===== src/design/bpi_regs.vh =====
// register map, field positions, reset values and timing counts
// included by the button/power event interrupt block; definitions only
`ifndef BPI_REGS_VH
`define BPI_REGS_VH

// register offsets (8-bit address space)
`define BPI_ADDR_BTN_STATUS 8'h24
`define BPI_ADDR_BTN_MASK 8'h25
`define BPI_ADDR_BTN_SENSE 8'h26
`define BPI_ADDR_MISC_STATUS 8'h28
`define BPI_ADDR_MISC_MASK 8'h29
`define BPI_ADDR_MISC_SENSE 8'h2a

// button group field positions
`define BPI_BIT_PUSH 0
`define BPI_BIT_HOLD1 1
`define BPI_BIT_HOLD2 2
`define BPI_BIT_HOLD3 3
`define BPI_BIT_HOLD4 4
`define BPI_BIT_HOLD8 5

// misc group field positions
`define BPI_BIT_POWERUP 0
`define BPI_BIT_POWERDOWN 1
`define BPI_BIT_POWERON 2
`define BPI_BIT_LOW_WARN 3
`define BPI_BIT_OVERVOLT 4

// reset values
`define BPI_RST_BTN_MASK 6'h3f
`define BPI_RST_MISC_MASK 5'h1f
`define BPI_RST_STATUS 8'h00

// hold thresholds in seconds and clock rate
`define BPI_CLK_HZ 25000000
`define BPI_HOLD1_S 1
`define BPI_HOLD2_S 2
`define BPI_HOLD3_S 3
`define BPI_HOLD4_S 4
`define BPI_HOLD8_S 8
`define BPI_HOLD1_CYC (`BPI_HOLD1_S * `BPI_CLK_HZ)
`define BPI_HOLD2_CYC (`BPI_HOLD2_S * `BPI_CLK_HZ)
`define BPI_HOLD3_CYC (`BPI_HOLD3_S * `BPI_CLK_HZ)
`define BPI_HOLD4_CYC (`BPI_HOLD4_S * `BPI_CLK_HZ)
`define BPI_HOLD8_CYC (`BPI_HOLD8_S * `BPI_CLK_HZ)

`endif


===== src/design/bpi_hold_timer.v =====
// hold-duration timer for the debounced power button level
// assumes push_level is a synchronised, already debounced level on clk
`timescale 1ns/100ps
`default_nettype none
module bpi_hold_timer #(
  parameter [31:0] HOLD1_CYC = 32'd25000000,
  parameter [31:0] HOLD2_CYC = 32'd50000000,
  parameter [31:0] HOLD3_CYC = 32'd75000000,
  parameter [31:0] HOLD4_CYC = 32'd100000000,
  parameter [31:0] HOLD8_CYC = 32'd200000000
) (
  input wire clk,
  input wire rst_n,
  input wire push_level,
  output reg [4:0] hold_sense
);
  reg [31:0] count;

  // count while held, saturating at the longest threshold
  always @(posedge clk or negedge rst_n) begin
    if (!rst_n) begin
      count <= 32'h00000000;
    end else if (!push_level) begin
      count <= 32'h00000000;
    end else if (count < HOLD8_CYC) begin
      count <= count + 32'h00000001;
    end
  end

  // sense bits set past each threshold, cleared on release
  always @(posedge clk or negedge rst_n) begin
    if (!rst_n) begin
      hold_sense <= 5'h00;
    end else if (!push_level) begin
      hold_sense <= 5'h00;
    end else begin
      hold_sense <= {count >= HOLD8_CYC, count >= HOLD4_CYC, count >= HOLD3_CYC,
                     count >= HOLD2_CYC, count >= HOLD1_CYC};
    end
  end
endmodule
`default_nettype wire


===== src/design/bpi_event_irq.v =====
// power button and miscellaneous power event interrupt block
// assumes a simple synchronous register port from the host interface logic,
// asynchronous event and level inputs from analog/sequencer blocks
//
// Notes on behaviour
// - hold3 mask bit 3, reset 1; 0 lets hold3 status assert interrupt
// - hold4 mask bit 4, reset 1; 0 lets hold4 status assert interrupt
// - hold8 mask bit 5, reset 1; 0 lets hold8 status assert interrupt
// - push sense bit 0 follows debounced button level, resets 0
// - hold1 sense bit 1 set after 1 s held, cleared on release
// - hold2 sense bit 2 set after 2 s held, cleared on release
// - hold3 sense bit 3 set after 3 s held, cleared on release
// - hold4 sense bit 4 set after 4 s held, cleared on release
// - hold8 sense bit 5 set after 8 s held, cleared on release
// - sticky powerup-done status bit 0 on completed transition to run
// - sticky powerdown-done status bit 1 on completed transition from run
// - sticky power-on event status bit 2 on each power-on event
// - sticky low-voltage warning status bit 3 on threshold crossing
// - sticky overvoltage status bit 4 on threshold crossing
// - misc status bits clear on read or write-1; writing 0 keeps them
// - powerup-done mask bit 0, reset 1, 0 enables interrupt
// - powerdown-done mask bit 1, reset 1, 0 enables interrupt
// - power-on event mask bit 2, reset 1, gates its interrupt, not its status
// - push status set on every push sense change, press and release
// - low-voltage and overvoltage masks at bits 3 and 4, reset 1
`timescale 1ns/100ps
`default_nettype none
`include "bpi_regs.vh"
module bpi_event_irq #(
  parameter [31:0] HOLD1_CYC = `BPI_HOLD1_CYC,
  parameter [31:0] HOLD2_CYC = `BPI_HOLD2_CYC,
  parameter [31:0] HOLD3_CYC = `BPI_HOLD3_CYC,
  parameter [31:0] HOLD4_CYC = `BPI_HOLD4_CYC,
  parameter [31:0] HOLD8_CYC = `BPI_HOLD8_CYC
) (
  input wire clk,
  input wire rst_n,
  input wire reg_rd,
  input wire reg_wr,
  input wire [7:0] reg_addr,
  input wire [7:0] reg_wdata,
  output reg [7:0] reg_rdata,
  input wire power_button_pressed,
  input wire powerup_done,
  input wire powerdown_done,
  input wire poweron_level,
  input wire sys_low_warn_level,
  input wire sys_overvolt_level,
  output reg irq_out_n
);
  // two-flop synchronisers for asynchronous inputs
  reg [5:0] sync1;
  reg [5:0] sync2;
  // previous synchronised values for edge detection
  reg [5:0] prev;
  reg [5:0] btn_status;
  reg [5:0] btn_mask;
  reg [4:0] misc_status;
  reg [4:0] misc_mask;
  reg [5:0] next_btn_status;
  reg [4:0] next_misc_status;
  reg [7:0] next_rdata;
  wire [4:0] hold_sense;
  wire push_level;
  wire [5:0] btn_sense;
  wire [4:0] misc_sense;
  wire [5:0] btn_set;
  wire [4:0] misc_set;
  wire any_irq;
  // last hold sense, for rising-edge detection of the hold statuses
  reg [4:0] hold_sense_q;
  // named sense fields of the button group
  wire push_sense;
  wire hold1_sense;
  wire hold2_sense;
  wire hold3_sense;
  wire hold4_sense;
  wire hold8_sense;
  // named mask fields that gate the interrupt pin
  wire hold3_mask;
  wire hold4_mask;
  wire hold8_mask;
  wire powerup_done_mask;
  wire powerdown_done_mask;
  wire poweron_event_mask;
  wire sys_low_warn_mask;
  wire sys_overvolt_mask;
  // decoded register accesses
  wire rd_btn_status;
  wire wr_btn_status;
  wire rd_misc_status;
  wire wr_misc_status;
  wire wr_btn_mask;
  wire wr_misc_mask;
  // per-source requests: next status set and mask removed
  wire [5:0] btn_req;
  wire [4:0] misc_req;

  // true when a read or write hits the given address
  function hit;
    input strobe;
    input [7:0] addr;
    input [7:0] target;
    begin
      hit = strobe && (addr == target);
    end
  endfunction

  // synchronise button and event inputs before any logic reads them
  always @(posedge clk or negedge rst_n) begin
    if (!rst_n) begin
      sync1 <= 6'h00;
      sync2 <= 6'h00;
      prev <= 6'h00;
    end else begin
      sync1 <= {sys_overvolt_level, sys_low_warn_level, poweron_level,
                powerdown_done, powerup_done, power_button_pressed};
      sync2 <= sync1;
      prev <= sync2;
    end
  end

  assign push_level = sync2[0];

  // hold timer drives the duration sense bits
  bpi_hold_timer #(
    .HOLD1_CYC(HOLD1_CYC),
    .HOLD2_CYC(HOLD2_CYC),
    .HOLD3_CYC(HOLD3_CYC),
    .HOLD4_CYC(HOLD4_CYC),
    .HOLD8_CYC(HOLD8_CYC)
  ) u_hold (
    .clk(clk),
    .rst_n(rst_n),
    .push_level(push_level),
    .hold_sense(hold_sense)
  );

  // push sense follows the debounced level
  assign push_sense = push_level;
  assign hold1_sense = hold_sense[0];
  assign hold2_sense = hold_sense[1];
  assign hold3_sense = hold_sense[2];
  assign hold4_sense = hold_sense[3];
  assign hold8_sense = hold_sense[4];
  // sense registers as the host reads them
  assign btn_sense = {hold8_sense, hold4_sense, hold3_sense,
                      hold2_sense, hold1_sense, push_sense};
  assign misc_sense = sync2[5:1];

  assign btn_set[`BPI_BIT_PUSH] = push_level ^ prev[0];
  // hold statuses on rising edge of each hold sense
  assign btn_set[5:1] = hold_sense & ~hold_sense_q;

  // sense delayed one clock; both reset to 0, so no false edge after reset
  always @(posedge clk or negedge rst_n) begin
    if (!rst_n) begin
      hold_sense_q <= 5'h00;
    end else begin
      hold_sense_q <= hold_sense;
    end
  end

  assign misc_set[`BPI_BIT_POWERUP] = sync2[1] & ~prev[1];
  assign misc_set[`BPI_BIT_POWERDOWN] = sync2[2] & ~prev[2];
  assign misc_set[`BPI_BIT_POWERON] = sync2[3] & ~prev[3];
  assign misc_set[`BPI_BIT_LOW_WARN] = sync2[4] ^ prev[4];
  assign misc_set[`BPI_BIT_OVERVOLT] = sync2[5] ^ prev[5];

  // register access decode, shared by status and mask logic
  assign rd_btn_status = hit(reg_rd, reg_addr, `BPI_ADDR_BTN_STATUS);
  assign wr_btn_status = hit(reg_wr, reg_addr, `BPI_ADDR_BTN_STATUS);
  // read and write strobes on misc status
  assign rd_misc_status = hit(reg_rd, reg_addr, `BPI_ADDR_MISC_STATUS);
  assign wr_misc_status = hit(reg_wr, reg_addr, `BPI_ADDR_MISC_STATUS);
  // mask writes
  assign wr_btn_mask = hit(reg_wr, reg_addr, `BPI_ADDR_BTN_MASK);
  assign wr_misc_mask = hit(reg_wr, reg_addr, `BPI_ADDR_MISC_MASK);

  // sticky status: clear by read or write-1, new events win over clear
  always @* begin
    next_btn_status = btn_status;
    next_misc_status = misc_status;
    if (rd_btn_status) begin
      next_btn_status = 6'h00;
    end
    // a write-1 in the same cycle as a read keeps the write result
    if (wr_btn_status) begin
      next_btn_status = btn_status & ~reg_wdata[5:0];
    end
    if (rd_misc_status) begin
      next_misc_status = 5'h00;
    end
    if (wr_misc_status) begin
      next_misc_status = misc_status & ~reg_wdata[4:0];
    end
    // events win over a clear in the same cycle
    next_btn_status = next_btn_status | btn_set;
    next_misc_status = next_misc_status | misc_set;
  end

  // status and mask registers
  always @(posedge clk or negedge rst_n) begin
    if (!rst_n) begin
      btn_status <= 6'h00;
      misc_status <= 5'h00;
      btn_mask <= `BPI_RST_BTN_MASK;
      misc_mask <= `BPI_RST_MISC_MASK;
    end else begin
      btn_status <= next_btn_status;
      misc_status <= next_misc_status;
      if (wr_btn_mask) begin
        btn_mask <= reg_wdata[5:0];
      end
      if (wr_misc_mask) begin
        misc_mask <= reg_wdata[4:0];
      end
    end
  end

  // read data mux; unused bits and unmapped addresses read zero
  always @* begin
    case (reg_addr)
      `BPI_ADDR_BTN_STATUS: next_rdata = {2'h0, btn_status};
      `BPI_ADDR_BTN_MASK: next_rdata = {2'h0, btn_mask};
      `BPI_ADDR_BTN_SENSE: next_rdata = {2'h0, btn_sense};
      `BPI_ADDR_MISC_STATUS: next_rdata = {3'h0, misc_status};
      `BPI_ADDR_MISC_MASK: next_rdata = {3'h0, misc_mask};
      `BPI_ADDR_MISC_SENSE: next_rdata = {3'h0, misc_sense};
      default: next_rdata = 8'h00;
    endcase
  end

  // named mask fields; a set mask blocks the pin, never the status
  assign hold3_mask = btn_mask[`BPI_BIT_HOLD3];
  assign hold4_mask = btn_mask[`BPI_BIT_HOLD4];
  assign hold8_mask = btn_mask[`BPI_BIT_HOLD8];
  assign powerup_done_mask = misc_mask[`BPI_BIT_POWERUP];
  assign powerdown_done_mask = misc_mask[`BPI_BIT_POWERDOWN];
  assign poweron_event_mask = misc_mask[`BPI_BIT_POWERON];
  assign sys_low_warn_mask = misc_mask[`BPI_BIT_LOW_WARN];
  assign sys_overvolt_mask = misc_mask[`BPI_BIT_OVERVOLT];

  // requests use the next status, so the pin moves with the status
  // lower button sources keep their own mask bits
  assign btn_req[`BPI_BIT_PUSH] = next_btn_status[`BPI_BIT_PUSH] & ~btn_mask[`BPI_BIT_PUSH];
  assign btn_req[`BPI_BIT_HOLD1] = next_btn_status[`BPI_BIT_HOLD1] & ~btn_mask[`BPI_BIT_HOLD1];
  assign btn_req[`BPI_BIT_HOLD2] = next_btn_status[`BPI_BIT_HOLD2] & ~btn_mask[`BPI_BIT_HOLD2];
  assign btn_req[`BPI_BIT_HOLD3] = next_btn_status[`BPI_BIT_HOLD3] & ~hold3_mask;
  assign btn_req[`BPI_BIT_HOLD4] = next_btn_status[`BPI_BIT_HOLD4] & ~hold4_mask;
  assign btn_req[`BPI_BIT_HOLD8] = next_btn_status[`BPI_BIT_HOLD8] & ~hold8_mask;
  assign misc_req[`BPI_BIT_POWERUP] =
    next_misc_status[`BPI_BIT_POWERUP] & ~powerup_done_mask;
  assign misc_req[`BPI_BIT_POWERDOWN] =
    next_misc_status[`BPI_BIT_POWERDOWN] & ~powerdown_done_mask;
  assign misc_req[`BPI_BIT_POWERON] =
    next_misc_status[`BPI_BIT_POWERON] & ~poweron_event_mask;
  assign misc_req[`BPI_BIT_LOW_WARN] =
    next_misc_status[`BPI_BIT_LOW_WARN] & ~sys_low_warn_mask;
  assign misc_req[`BPI_BIT_OVERVOLT] =
    next_misc_status[`BPI_BIT_OVERVOLT] & ~sys_overvolt_mask;

  // any unmasked source pulls interrupt low
  assign any_irq = (|btn_req) | (|misc_req);

  // registered outputs: read data captured on read strobe
  always @(posedge clk or negedge rst_n) begin
    if (!rst_n) begin
      reg_rdata <= 8'h00;
      irq_out_n <= 1'b1;
    end else begin
      if (reg_rd) begin
        reg_rdata <= next_rdata;
      end
      irq_out_n <= ~any_irq;
    end
  end
endmodule
`default_nettype wire


===== config.mk =====
export PLATFORM = sky130hd
export DESIGN_NAME = bpi_event_irq
export DESIGN_NICKNAME = d
export VERILOG_FILES = /design/src/design/bpi_hold_timer.v /design/src/design/bpi_event_irq.v
export VERILOG_INCLUDE_DIRS = /design/src /design/src/design
export SDC_FILE = /design/constraint.sdc
export NUM_CORES = 1
export LEC_CHECK = 0
export BUFFER_PORTS_ARGS = -buffer_cell sky130_fd_sc_hd__buf_2
export CAP_MARGIN = 0
export CORE_MARGIN = 2
export CORE_UTILIZATION = 35
export CTS_CLUSTER_SIZE = 24
export DETAILED_ROUTE_END_ITERATION = 6
export PLACE_DENSITY_LB_ADDON = 0.1
export SLEW_MARGIN = 20
export SYNTH_ARGS = -nofsm -noshare
export SYNTH_HDL_FRONTEND = slang
export SYNTH_SLANG_ARGS = --single-unit

===== constraint.sdc =====
create_clock -name clk -period 4.2 [get_ports clk]
set_input_delay 0.21 -clock clk [delete_from_list [all_inputs] [get_ports clk]]
set_output_delay 0.21 -clock clk [all_outputs]
set_load 0.01 [all_outputs]

After elaboration in Yosys (flattened, before gate mapping)

Cells that the tools add are included.

Register bits after elaboration: 91
Logic and storage cells: 83
Input port bits: 26

Bitwise gates (word level): 41
Add/subtract/negate cells: 1
Eq/ne operators: 7
Multiplexer cells: 8
Order comparisons: 6
Reductions and logical operators: 8

Operators by type and width:

| kind                                                  | number |
|---|---|
| >= comparator 32 x 27 -> 1 bit, second input constant | 2 |
| 2-to-1 mux 32 bit                                     | 2 |
| == test 8 x 6 -> 1 bit, second input constant         | 6 |
| case mux 6 bit (6 select lines)                       | 1 |
| adder 32 x 1 -> 32 bit, second input constant         | 1 |
| >= comparator 32 x 25 -> 1 bit, second input constant | 1 |
| >= comparator 32 x 26 -> 1 bit, second input constant | 1 |
| >= comparator 32 x 28 -> 1 bit, second input constant | 1 |
| < comparator 32 x 28 -> 1 bit, second input constant  | 1 |
| 2-to-1 mux 5 bit                                      | 3 |
| inverter 1 bit                                        | 15 |
| bitwise AND 1 bit                                     | 14 |
| 2-to-1 mux 6 bit                                      | 2 |
| bitwise AND 5 bit                                     | 2 |
| inverter 5 bit                                        | 2 |
| bitwise AND 6 bit                                     | 1 |
| logical AND 1 bit                                     | 6 |
| inverter 6 bit                                        | 1 |
| OR 6 bit                                              | 1 |
| OR reduction 6 bit                                    | 1 |
| OR 5 bit                                              | 1 |
| OR reduction 5 bit                                    | 1 |
| XOR 1 bit                                             | 3 |
| inequality test 2 x 1 -> 1 bit, second input constant | 1 |
| OR 1 bit                                              | 1 |

Longest topological paths before layout

Gate-level depths: netlist (run 1).

Word-level depth: 9
Gate-level depth with buffers: 8
Gate-level depth less buffers: 6

Hierarchy

A second synthesis (run 1) with hierarchy kept.

Cells, all modules: 433
Area total of the unflattened synthesis: 4,352.9 um^2

Modules (own cells, without submodules):

| module         | area each (um^2) | times used | cells an instance |
|---|---|---|---|
| bpi_event_irq  | 2,278.4          | 1          | 199 |
| bpi_hold_timer | 2,074.5          | 1          | 234 |

Least setup slack after synthesis (run 1)

Ideal clock, no wire load.

Kind: register to register
Start: register u_hold.count[28]
End: register u_hold.count[17]
Setup time: 0.119 ns
Arrival: 1.769 ns
Path buffers: 1
Setup slack: 2.313 ns
Required time: 4.081 ns
Cell stages (with the launch flop): 8
Path through: dfrtp_1 nor4_2 o311ai_1 a31oi_2 buf_4 nand3_1 o21a_1 o21a_1

Longest elaborated chain between the ends: 2

RTL lines:

| what                                            | line                | source |
|---|---|---|
| start, declared                                 | bpi_hold_timer.v:17 | `reg [31:0] count;` |
| start signal, assigned                          | bpi_hold_timer.v:26 | `count <= count + 32'h00000001;` |
| < comparator 32 x 28 -> 1 bit                   | bpi_hold_timer.v:25 | `end else if (count < HOLD8_CYC) begin` |
| inequality test 2 x 1 -> 1 bit (no source line) | --                  |  |

Every way passes these cells.
A chain may end at the register's enable or synchronous reset.

Worst setup path after layout (run 1)

Start: register u_hold.count[28]
End: register u_hold.count[24]

The elaborated chain is that of the path after synthesis.

==> summary.txt, run 1 <==
Detailed routing
  – Number of detailed-route iterations in the first pass: 5
  – DRC marker count from the first detailed-route iteration: 239
  – Detailed Route WL: 10100 µm
  – Remaining DRCs: 0
  – Post-route ant nets: 0
  – Via density: 5.09
  – Vias: 3255
  – Avg WL per Cell: 15.8 µm

STA
  – Final Critical Period: 2600 ps
  – Fmax: 385 MHz
  – Fin crit share: 61.9%
  – Slack of the critical path: 1600 ps
  – TNS Setup: 0 ps
  – Setup Skew: 8.82 ps
  – Relative slew margins: 43.0%
  – Fin Hold WS: -31.3 ps
  – RSZ-0062 raised after global routing: false
  – Max Slew Vio Count: 0
  – Final setup viols: 0
  – Final hold violations: 54
  – Measured slew at the worst slew-check pin: 854 ps

Power and ir drop
  – Leakage power: 2.13 nW
  – Clock network fraction of design power: 44.1%
  – Seq pwr share: 49.6%
  – Switching share of total power: 25.6%
  – Power Internal: 1.35 mW
  – Peak supply drop: 0.241 mV
  – PD cells: 359 mW/mm²
  – Sw Pwr: 0.464 mW
  – Comb power frac: 6.3%

Logic synthesis
  – Area leader, netlist: dfrtp_1
  – Syn_area_per_cell: 10.1 µm²
  – Synth async-reset ratio: 100%
  – Synth Register Bits: 89
  – Mapped Cells: 437
  – Top post-synthesis cells by area: dfrtp_1, dfstp_2, and2_1, xnor2_1, mux2i_1
  – Sequential-to-total area share from yosys stat: 50.8%
  – Share of the synthesized area in the top cell type: 43.7%
  – Post-synth EDFFs: 0
  – Main synth FF type: dfrtp_1
  – Yosys cell types: 58
  – Synthesized cell area: 0.00441 mm²
  – Synth Warn #: 0

Layout
  – Leading cell types in the layout, fill and taps excluded: dfrtp_1, and2_1, buf_2, nand2_1, nor2_1
  – Layout cells sized above 1: 16.5%
  – Commonest non-fill, non-tap cell in the layout: dfrtp_1
  – Syn-to-layout area delta: 14.5%
  – Fin area: 0.00505 mm²
  – Diodes inserted: 0
  – Fin nets: 490

Floorplan
  – Placement row count: 41
  – Die Span X: 116 µm
  – Die H: 116 µm
  – Ports: 35
  – Die area: 0.0135 mm²
  – Core Box Area: 0.0125 mm²
  – Initial Utilization: 35.4%

Placed design
  – Final RePlAce weighted congestion: 0.808
  – Setup slack at placement: 1600 ps
  – Placed Area: 0.00469 mm²
  – Port-buffer cells: 30
  – DP Wirelength: 6840 µm

Clocking
  – CTS tree: built
  – Root Driver: clkbuf_16
  – Post-CTS Resized: 0
  – H-Tree Depth: 3
  – Clk buf depth: 2
  – Clk slew on worst S/H paths: 70 ps
  – Clk_lat worst skew: 350 ps
  – CTS buffer count: 9
  – CTS Sinks: 89
  – # hold bufs at CTS: 6
  – Postcts setup bufs: 0

Worst setup path
  – Critical Path Start Type: register
  – CP required: 4470 ps
  – Critical path's slowest cell: or4_1
  – CP endpoint kind: register
  – Worst EP arrival: 2870 ps
  – Type of the worst setup path: register to register
  – CP peak stage delay: 470 ps
  – CP cell instances: nor4_2, o311ai_1, a31oi_2, buf_4, nand2_4, or4_1, a21boi_1
  – CP Max Fanout: 15

Global route
  – Largest net degree at the start of global routing: 67
  – Total congestion overflow: 0
  – Initial antenna violation count: 0
  – First-pass GRT wire length: 16800 µm
  – Vias in the first global route: 3122
  – Total GRT Usage: 16.3%

Outcome
  – Status: finished with violations
  – Failing checks: hold timing

Min path
  – Worst Hold Class: input port to asynchronous set/reset pin

Run
  – Total of max-cap violations: 0
-- metrics by stage --
stage | instances | hold WS (ps) | total power, mW | utilization (%)
6_report | 639 | -31.3 | 1.81 | 40.5
2_1_floorplan | 438 | -85.6 | 0.975 | -
4_1_cts | 639 | 5.13 | 1.85 | 40.5
3_3_place_gp | 617 | 320 | 1.03 | 37.6
3_5_place_dp | 617 | 319 | 1.03 | 37.6
5_1_grt | 639 | 43.6 | 1.90 | 40.5
-- power by group through the flow --
| stage | Sequential [mW] | Clock (mW) | Combinational (mW) |
|---|---|---|---|
| after global routing | 0.902 | 0.869 | 0.132 |
| after detailed placement | 0.915 | 0 | 0.114 |
| after floorplan | 0.913 | 0 | 0.0618 |
| after CTS | 0.899 | 0.833 | 0.119 |
| after global placement | 0.915 | 0 | 0.112 |
| final | 0.899 | 0.800 | 0.115 |
-- sequential cells by signal, indices dropped and copies added, names as in the netlist --
signal             cells
misc_mask              5
btn_mask               6
reg_rdata              6
hold_sense_q           5
irq_out_n              1
prev                   6
sync2                  6
u_hold.count          32
u_hold.hold_sense      5
sync1                  6
misc_status            5
btn_status             6
-- critical path: cells and delay by family (launching register included) --
kind	cells	cell delay, ps
buf+inv	1	320
compound gates	3	800
simple gates	3	1010
flops	1	390
-- cell usage after synthesis, types with 2 or more instances --
cell      number
inv_1         11
and4_1         3
xor2_1         3
ha_1           2
o21ai_1        3
mux2i_1       13
dfstp_2       12
a21boi_1       5
mux2_2        10
o31a_1         2
nor2_1        25
a31oi_1        5
a21o_1         2
nand3_1       17
or3_1          3
o21a_1         4
a21oi_1       24
o31ai_1        2
a211oi_1       2
xnor2_1       20
nand2_1       26
o32ai_1        3
nand2b_1      10
and3_1         9
nand3b_1       3
buf_2          5
nor4_1         4
and2_1        31
o21ai_0       23
o22ai_1        2
clkbuf_1      17
buf_4          4
dfrtp_1       77
nand4_1       11
nor2b_1       12
or4_1          4
nor3_1         7
-- routing by layer --
layer / track usage [%] / routed length [µm] / share of wire (%) / vias up
li1: - / - / - / 1594
met1: 24.2 / 5230 / 52 / 1579
met2: 23.7 / 4320 / 43 / 75
met3: 4.77 / 432 / 4.3 / 7
met4: 3.49 / 93 / 0.92 / 0
met5: 0 / 0 / 0 / -
-- cell families (layout without fill, tap and decap cells) --
family / count (synthesis) / in the layout / synth area share (%)
adders and majority gates: 2 / 2 / 0.567
buffers and inverters: 37 / 66 / 3.63
other: 1 / 2 / 0.0850
muxes: 23 / 23 / 5.50
and+or+nand+nor: 173 / 173 / 22.2
DFF: 89 / 89 / 50.8
AOI/OAI and AO/OA: 89 / 89 / 12.6
xor gates and xnor gates: 23 / 23 / 4.56
-- layout make-up --
class                   count  area (µm²)
clock buffers               9         225
clock inverters             7        73.8
fillers                  1269        7410
inverters                  11        41.3
multi-input cells         312        2020
flip-flops and latches     89        2240
well taps                 172         215
repair buffers             39         235
-- final timing paths --
check	startpoint	slack, ps	cells past startpoint	to
max	u_hold.count[28]$_DFFE_PN0P_	1600	7	u_hold.count[24]$_DFFE_PN0P_
min	rst_n	-30	1	reg_rdata[2]$_DFFE_PN0P_
max reg2reg	u_hold.count[28]$_DFFE_PN0P_	1600	7	u_hold.count[24]$_DFFE_PN0P_
min reg2reg	sync1[5]$_DFF_PN0_	350	0	sync2[5]$_DFF_PN0_
max in group asynchronous	rst_n	3340	2	misc_mask[3]$_DFFE_PN1P_
min in group clk	reg_wdata[2]	110	3	btn_mask[2]$_DFFE_PN1P_
Note: power is estimated with default switching activity, not from simulation.
==> run 2: changes to the inputs <==
==> constraint.sdc (replaced) <==
create_clock -name clk -period 2.6 [get_ports clk]
set_input_delay 0.13 -clock clk [delete_from_list [all_inputs] [get_ports clk]]
set_output_delay 0.13 -clock clk [all_outputs]
set_load 0.01 [all_outputs]
==> run 2 against run 1 <==
  * The flow now finishes without violations
  * Combinational power increased by 67%
  * Register-to-register slack got worse by 1200 ps
  * Hold slack improved by 64 ps
  * Wire length fell by 0.17%
  * Global-route usage down 0.12 points
  * Clock skew decreased by 2.5 ps
  * Largest power group unchanged
==> summary.txt, run 2 (synthesis results as in run 1) <==
Worst setup path
  – Critical Path Start Type: register
  – Type of the worst setup path: register to register
  – Worst Setup SP: u_hold.count[28]$_DFFE_PN0P_
  – Critical path's slowest cell: or4_1
  – CP endpoint kind: register
  – CP cell instances: nor4_2, o311ai_1, a31oi_2, buf_12, nand2_4, or4_1, a21boi_1
  – Worst EP arrival: 2500 ps (-370 ps)
  – Reg2reg setup slack: 380 ps (-1230 ps)
  – R2r worst-path depth: 7 (unchanged)
  – Worst r2r dst: u_hold.count[22]$_DFFE_PN0P_
  – CP Max Fanout: 21 (+6)
  – Crit path capture: u_hold.count[22]$_DFFE_PN0P_
  – R2R Path Start: u_hold.count[28]$_DFFE_PN0P_
  – CP peak stage delay: 470 ps (about the same)
  – CP required: 2880 ps (-1590 ps)

Layout
  – Max reg flops: 32 (unchanged)
  – Leading cell types in the layout, fill and taps excluded: dfrtp_1, and2_1, buf_2, nand2_1, nor2_1
  – Diodes inserted: 0 (unchanged)
  – Final Core Density: 41.2% (+0.62 points)
  – Largest register by flop count: u_hold.count
  – Fin area: 0.00513 mm² (+1.5%)
  – Fin nets: 499 (+1.8%)
  – # fillers: 1222 (-3.7%)
  – Commonest non-fill, non-tap cell in the layout: dfrtp_1
  – Layout cells sized above 1: 17.6% (+1.2 points)
  – Syn-to-layout area delta: 16.2%
  – Finished Layout Cells: 648 (+1.4%)

Floorplan
  – Die area: 0.0135 mm² (unchanged)
  – Die H: 116 µm (unchanged)
  – Initial Utilization: 35.4% (unchanged)
  – Ports: 35 (unchanged)
  – Placement row count: 41 (unchanged)
  – Core Box Area: 0.0125 mm² (unchanged)
  – Die Span X: 116 µm (unchanged)

Placed design
  – DP Wirelength: 6910 µm (+1.1%)
  – Setup slack at placement: 370 ps (-1230 ps)
  – Placed Instances: 625 (+1.3%)
  – Final RePlAce weighted congestion: 0.838 (+3.7%)
  – Port-buffer cells: 30 (unchanged)
  – Placed Area: 0.00477 mm² (+1.7%)

Clocking
  – H-Tree Depth: 3 (unchanged)
  – Clk buf depth: 2 (unchanged)
  – CTS tree: built
  – Root Driver: clkbuf_16
  – CTS Sinks: 89 (unchanged)
  – Post-CTS Resized: 0 (unchanged)
  – CTS buffer count: 9 (unchanged)
  – Clk slew on worst S/H paths: 70 ps (about the same)
  – Clk_lat worst skew: 340 ps (about the same)
  – Postcts setup bufs: 0 (unchanged)

Power and ir drop
  – PD cells: 565 mW/mm² (+57%)
  – Sw Pwr: 0.726 mW (+56%)
  – Leakage power: 2.19 nW (+2.4%)
  – Clock network fraction of design power: 43.3% (-0.8 points)
  – Seq pwr share: 50.1% (+0.5 points)
  – Peak supply drop: 0.414 mV (+72%)
  – Switching share of total power: 25.0% (-0.58 points)
  – Comb power frac: 6.6% (+0.3 points)
  – Pwr Total: 2.90 mW (+60%)
  – Power Internal: 2.17 mW (+61%)

Detailed routing
  – Detailed Route WL: 10100 µm (-0.17%)
  – Vias: 3244 (-0.34%)
  – Remaining DRCs: 0 (unchanged)
  – DRC marker count from the first detailed-route iteration: 297 (+24%)
  – Number of detailed-route iterations in the first pass: 4 (-1)
  – Post-route ant nets: 0 (unchanged)
  – Via density: 5.01 (-1.7%)
  – Avg WL per Cell: 15.5 µm (-1.6%)

STA
  – Relative slew margins: 57.4% (+14 points)
  – Final hold violations: 0 (-100%)
  – Fin Hold WS: 33.0 ps (+64.3 ps)
  – RSZ-0062 raised after global routing: false
  – Fin crit share: 85.6% (+24 points)
  – Fmax: 449 MHz (+17%)
  – TNS Setup: 0 ps (unchanged)
  – Slack of the critical path: 375 ps (-1230 ps)
  – Setup Skew: 6.35 ps (-2.48 ps)
  – Final Critical Period: 2220 ps (-374 ps)
  – Measured slew at the worst slew-check pin: 639 ps (-215 ps)
  – Final setup viols: 0 (unchanged)
  – Max Slew Vio Count: 0 (unchanged)

Global route
  – Largest net degree at the start of global routing: 47 (-30%)
  – Total congestion overflow: 0 (unchanged)
  – Total GRT Usage: 16.2% (-0.12 points)
  – Vias in the first global route: 3166 (+1.4%)
  – First-pass GRT wire length: 16700 µm (-0.66%)
  – Initial antenna violation count: 0 (unchanged)

Min path
  – Hold path cells: 3
  – Worst Hold Class: input port to register

Outcome
  – Status: finished clean

Run
  – Total of max-cap violations: 0 (unchanged)
==> run 2: how the worst min path moves through the flow <==
| stage | startpoint | end |
|---|---|---|
| final | reg_wdata[2] | btn_mask[2]$_DFFE_PN1P_ |
| after global routing | reg_wdata[0] | btn_mask[0]$_DFFE_PN1P_ |
| after CTS | reg_wdata[2] | btn_mask[2]$_DFFE_PN1P_ |
| after detailed placement | rst_n | u_hold.count[7]$_DFFE_PN0P_ |
| after global placement | rst_n | sync1[3]$_DFF_PN0_ |
| after floorplan | rst_n | btn_status[0]$_DFF_PN0_ |
==> run 2: worst max-delay path: cells and delay by family (launching register included) <==
kind,cells,cell delay [ps]
DFF,1,390
and+or+nand+nor,3,960
AOI/OAI and AO/OA,3,600
buffers and inverters,1,200
==> run 2: layout make-up <==
cell class	count	area, µm²	share of cell area, %
flip-flops and latches	89	2240	43.7
multi-input cells	312	2010	39.3
repair buffers	48	330	6.44
clock buffers	9	225	4.39
well taps	172	215	4.20
clock inverters	7	61.3	1.20
inverters	11	41.3	0.805
==> run 2: power by group through the flow <==
stage / logic (mW) / clock network [mW] / registers [mW]
5_1_grt: 0.218 / 1.36 / 1.46
4_1_cts: 0.197 / 1.30 / 1.45
6_report: 0.192 / 1.25 / 1.45
3_3_place_gp: 0.187 / 0 / 1.48
3_5_place_dp: 0.188 / 0 / 1.48
2_1_floorplan: 0.0999 / 0 / 1.48
==> run 2: repair_timing <==
item | 4_1_cts | 5_1_grt
endpoints found under the setup margin | 0 | 0
hold buffers | 7 | 0
endpoints found under the hold margin | 45 | 0
==> run 2: per-layer routing <==
layer | vias up | wire (µm) | GRT usage [%]
li1 | 1599 | - | -
met1 | 1558 | 5000 | 23.4
met2 | 72 | 4400 | 23.7
met3 | 15 | 461 | 3.68
met4 | 0 | 204 | 6.27
met5 | - | 0 | 0
==> run 3: changes to the inputs <==
--- a/config.mk
+++ b/config.mk
@@ -16,4 +16,5 @@
 export SLEW_MARGIN = 20
 export SYNTH_ARGS = -nofsm -noshare
 export SYNTH_HDL_FRONTEND = slang
+export SYNTH_HIERARCHICAL = 1
 export SYNTH_SLANG_ARGS = --single-unit
==> run 3 against run 2 <==
  * Worst setup slack got worse by 79 ps
  * Clock skew increased by 1.3 ps
  * Die area fell by 1.3%
  * Area after synthesis fell by 1.4%
  * Final area down 0.73%
  * Global-route usage rose by 1.1 points
  * Synthesized cell count fell by 0.92%
  * Final cell count increased by 0.15%
  * Critical path depth fell by 1
  * Utilization is 1.1 points higher
  * Sequential power is essentially flat
  * Critical endpoint is now u_hold/count[5]$_DFFE_PN0P_
==> summary.txt, run 3 <==
Outcome
  – Status: finished clean

STA
  – Fin crit share: 88.6% (+3.0 points)
  – Fin Hold WS: 52.5 ps (+19.5 ps)
  – Final Critical Period: 2300 ps (+78.6 ps)
  – Max Slew Vio Count: 0 (unchanged)
  – Final hold violations: 0 (unchanged)
  – Relative slew margins: 59.9% (+2.5 points)
  – Fmax: 434 MHz (-3.4%)
  – Setup Skew: 7.61 ps (+1.26 ps)
  – RSZ-0062 raised after global routing: false
  – TNS Setup: 0 ps (unchanged)
  – Measured slew at the worst slew-check pin: 600 ps (-38.6 ps)
  – Final setup viols: 0 (unchanged)

Layout
  – Layout cells sized above 1: 18.9% (+1.3 points)
  – Fin nets: 504 (+1.0%)
  – Finished Layout Cells: 649 (+0.15%)
  – Commonest non-fill, non-tap cell in the layout: dfrtp_1
  – Diodes inserted: 0 (unchanged)
  – Multi-input logic area: 0.00196 mm² (-2.9%)
  – # fillers: 1194 (-2.3%)
  – Seq. cell area: 0.00224 mm² (unchanged)
  – Fin area: 0.00509 mm² (-0.73%)
  – Syn-to-layout area delta: 17.0%
  – Max reg flops: 32 (unchanged)
  – Largest register by flop count: u_hold/count
  – Leading cell types in the layout, fill and taps excluded: dfrtp_1, a21oi_1, o21ai_0, nand2_1, buf_2

Placed design
  – Final RePlAce weighted congestion: 0.855 (+2.1%)
  – DP Wirelength: 7340 µm (+6.3%)
  – Placed Instances: 626 (+0.16%)
  – Placed Area: 0.00475 mm² (-0.47%)
  – Port-buffer cells: 30 (unchanged)

Floorplan
  – Die Span X: 116 µm (-0.66%)
  – Die H: 116 µm (-0.66%)
  – Die area: 0.0133 mm² (-1.3%)
  – Placement row count: 40 (-2.4%)
  – Ports: 35 (unchanged)
  – Initial Utilization: 36.1% (+0.69 points)
  – Core Box Area: 0.0121 mm² (-3.2%)

Logic synthesis
  – Top post-synthesis cells by area: dfrtp_1, dfstp_2, a21oi_1, o21ai_0, mux2_2
  – Top cells by count, synth: dfrtp_1, a21oi_1, o21ai_0, nand2_1, nor2_1
  – Main synth FF type: dfrtp_1
  – Synth Warn #: 6 (+6)
  – Area leader, netlist: dfrtp_1
  – Synth Register Bits: 89 (unchanged)
  – Mapped Cells: 433 (-0.92%)
  – Yosys cell types: 61 (+5.2%)
  – Synthesized cell area: 0.00435 mm² (-1.4%)
  – Post-synth EDFFs: 0 (unchanged)
  – Share of the synthesized area in the top cell type: 44.3% (+0.60 points)
  – Syn_area_per_cell: 10.1 µm² (-0.45%)
  – Synth async-reset ratio: 100% (unchanged)
  – Count leader, synth: dfrtp_1
  – Sequential-to-total area share from yosys stat: 51.5% (+0.70 points)

Global route
  – Total GRT Usage: 17.3% (+1.1 points)
  – Initial antenna violation count: 0 (unchanged)
  – First-pass GRT wire length: 17800 µm (+6.9%)
  – Total congestion overflow: 0 (unchanged)
  – Vias in the first global route: 3483 (+10%)
  – Largest net degree at the start of global routing: 57 (+21%)

Detailed routing
  – Number of detailed-route iterations in the first pass: 5 (+1)
  – Detailed Route WL: 10800 µm (+7.4%)
  – DRC marker count from the first detailed-route iteration: 204 (-31%)
  – Via density: 5.39 (+7.7%)
  – Post-route ant nets: 0 (unchanged)
  – Remaining DRCs: 0 (unchanged)
  – Avg WL per Cell: 16.6 µm (+7.2%)
  – Vias: 3499 (+7.9%)

Clocking
  – Root Driver: clkbuf_16
  – Clk slew on worst S/H paths: 70 ps (about the same)
  – CTS tree: built
  – CTS Sinks: 89 (unchanged)
  – CTS buffer count: 9 (unchanged)
  – Clk_lat worst skew: 350 ps (about the same)
  – Clk buf depth: 2 (unchanged)
  – Postcts setup bufs: 0 (unchanged)
  – H-Tree Depth: 3 (unchanged)

Worst setup path
  – Type of the worst setup path: register to register
  – CP required: 2870 ps (about the same)
  – CP Max Fanout: 51 (+140%)
  – Worst EP arrival: 2570 ps (+70 ps)
  – Critical Path Start Type: register
  – CP endpoint kind: register

Power and ir drop
  – Peak supply drop: 0.384 mV (-7.4%)
  – PD cells: 558 mW/mm² (-1.4%)
  – Leakage power: 2.07 nW (-5.4%)
  – Pwr Total: 2.84 mW (-2.1%)

Run
  – Total of max-cap violations: 0 (unchanged)

Min path
  – Worst Hold Class: input port to register
==> run 3: cells by family after synthesis <==
| logic type | synth area share (%) |
|---|---|
| and+or+nand+nor | 21.1 |
| AOI/OAI and AO/OA | 18.1 |
| DFF | 51.5 |
| buffers and inverters | 3.65 |
| muxes | 4.25 |
| xor gates and xnor gates | 0.805 |
| adders and majority gates | 0.575 |
| other | 0.0861 |
==> run 3: area by class of cell <==
class	count	share of cell area (%)
timing repair buffer	51	6.93
tap	168	4.13
clock inverter	6	0.835
multi-input combinational	309	38.4
inverter	16	1.18
clock buffer	10	4.50
sequential	89	44.0
==> run 3: critical path, stage by stage (launching register included) <==
cell	delay [ps]
dfrtp_1	450
or4_1	570
o211ai_2	200
a31oi_2	140
buf_12	200
or4_1	510
a21oi_1	150
==> run 3: stage by stage <==
| stage | util [%] | worst slack [ps] |
|---|---|---|
| 3_3_place_gp | 39.4 | 331 |
| 2_1_floorplan | - | 457 |
| 6_report | 42.2 | 296 |
| 5_1_grt | 42.2 | 159 |
| 3_5_place_dp | 39.4 | 280 |
| 4_1_cts | 42.2 | 295 |
==> run 3: metal layers <==
metal / wire, µm / part of all wire, % / vias up / track usage, %
li1: - / - / 1691 / -
met1: 5070 / 47 / 1724 / 22.5
met2: 5140 / 48 / 70 / 28.3
met3: 417 / 3.9 / 14 / 4.18
met4: 180 / 1.7 / 0 / 5.86
met5: 0 / 0 / - / 0
==> run 3: final timing paths <==
path                       depth (start not counted)  slack [ps]                          from                     endpoint
max in group asynchronous                          3        1600                         rst_n     misc_mask[0]$_DFFE_PN1P_
min in group asynchronous                          2         280                         rst_n     reg_rdata[4]$_DFFE_PN0P_
hold / removal                                     2          50                  reg_wdata[3]     misc_mask[3]$_DFFE_PN1P_
setup / recovery                                   6         300  u_hold/count[12]$_DFFE_PN0P_  u_hold/count[5]$_DFFE_PN0P_
setup reg to reg                                   6         300  u_hold/count[12]$_DFFE_PN0P_  u_hold/count[5]$_DFFE_PN0P_
hold reg to reg                                    0         350            sync1[2]$_DFF_PN0_           sync2[2]$_DFF_PN0_
==> run 3: what timing repair did <==
item,4_1_cts,5_1_grt
endpoints found under the hold margin,37,0
resized for setup,0,0
hold buffers,7,0
==> run 3: report_power, final <==
part / switching [mW] / internal (mW) / total [mW]
logic: 0.115 / 0.0738 / 0.189
registers: 0.0237 / 1.43 / 1.45
clock network: 0.548 / 0.649 / 1.20
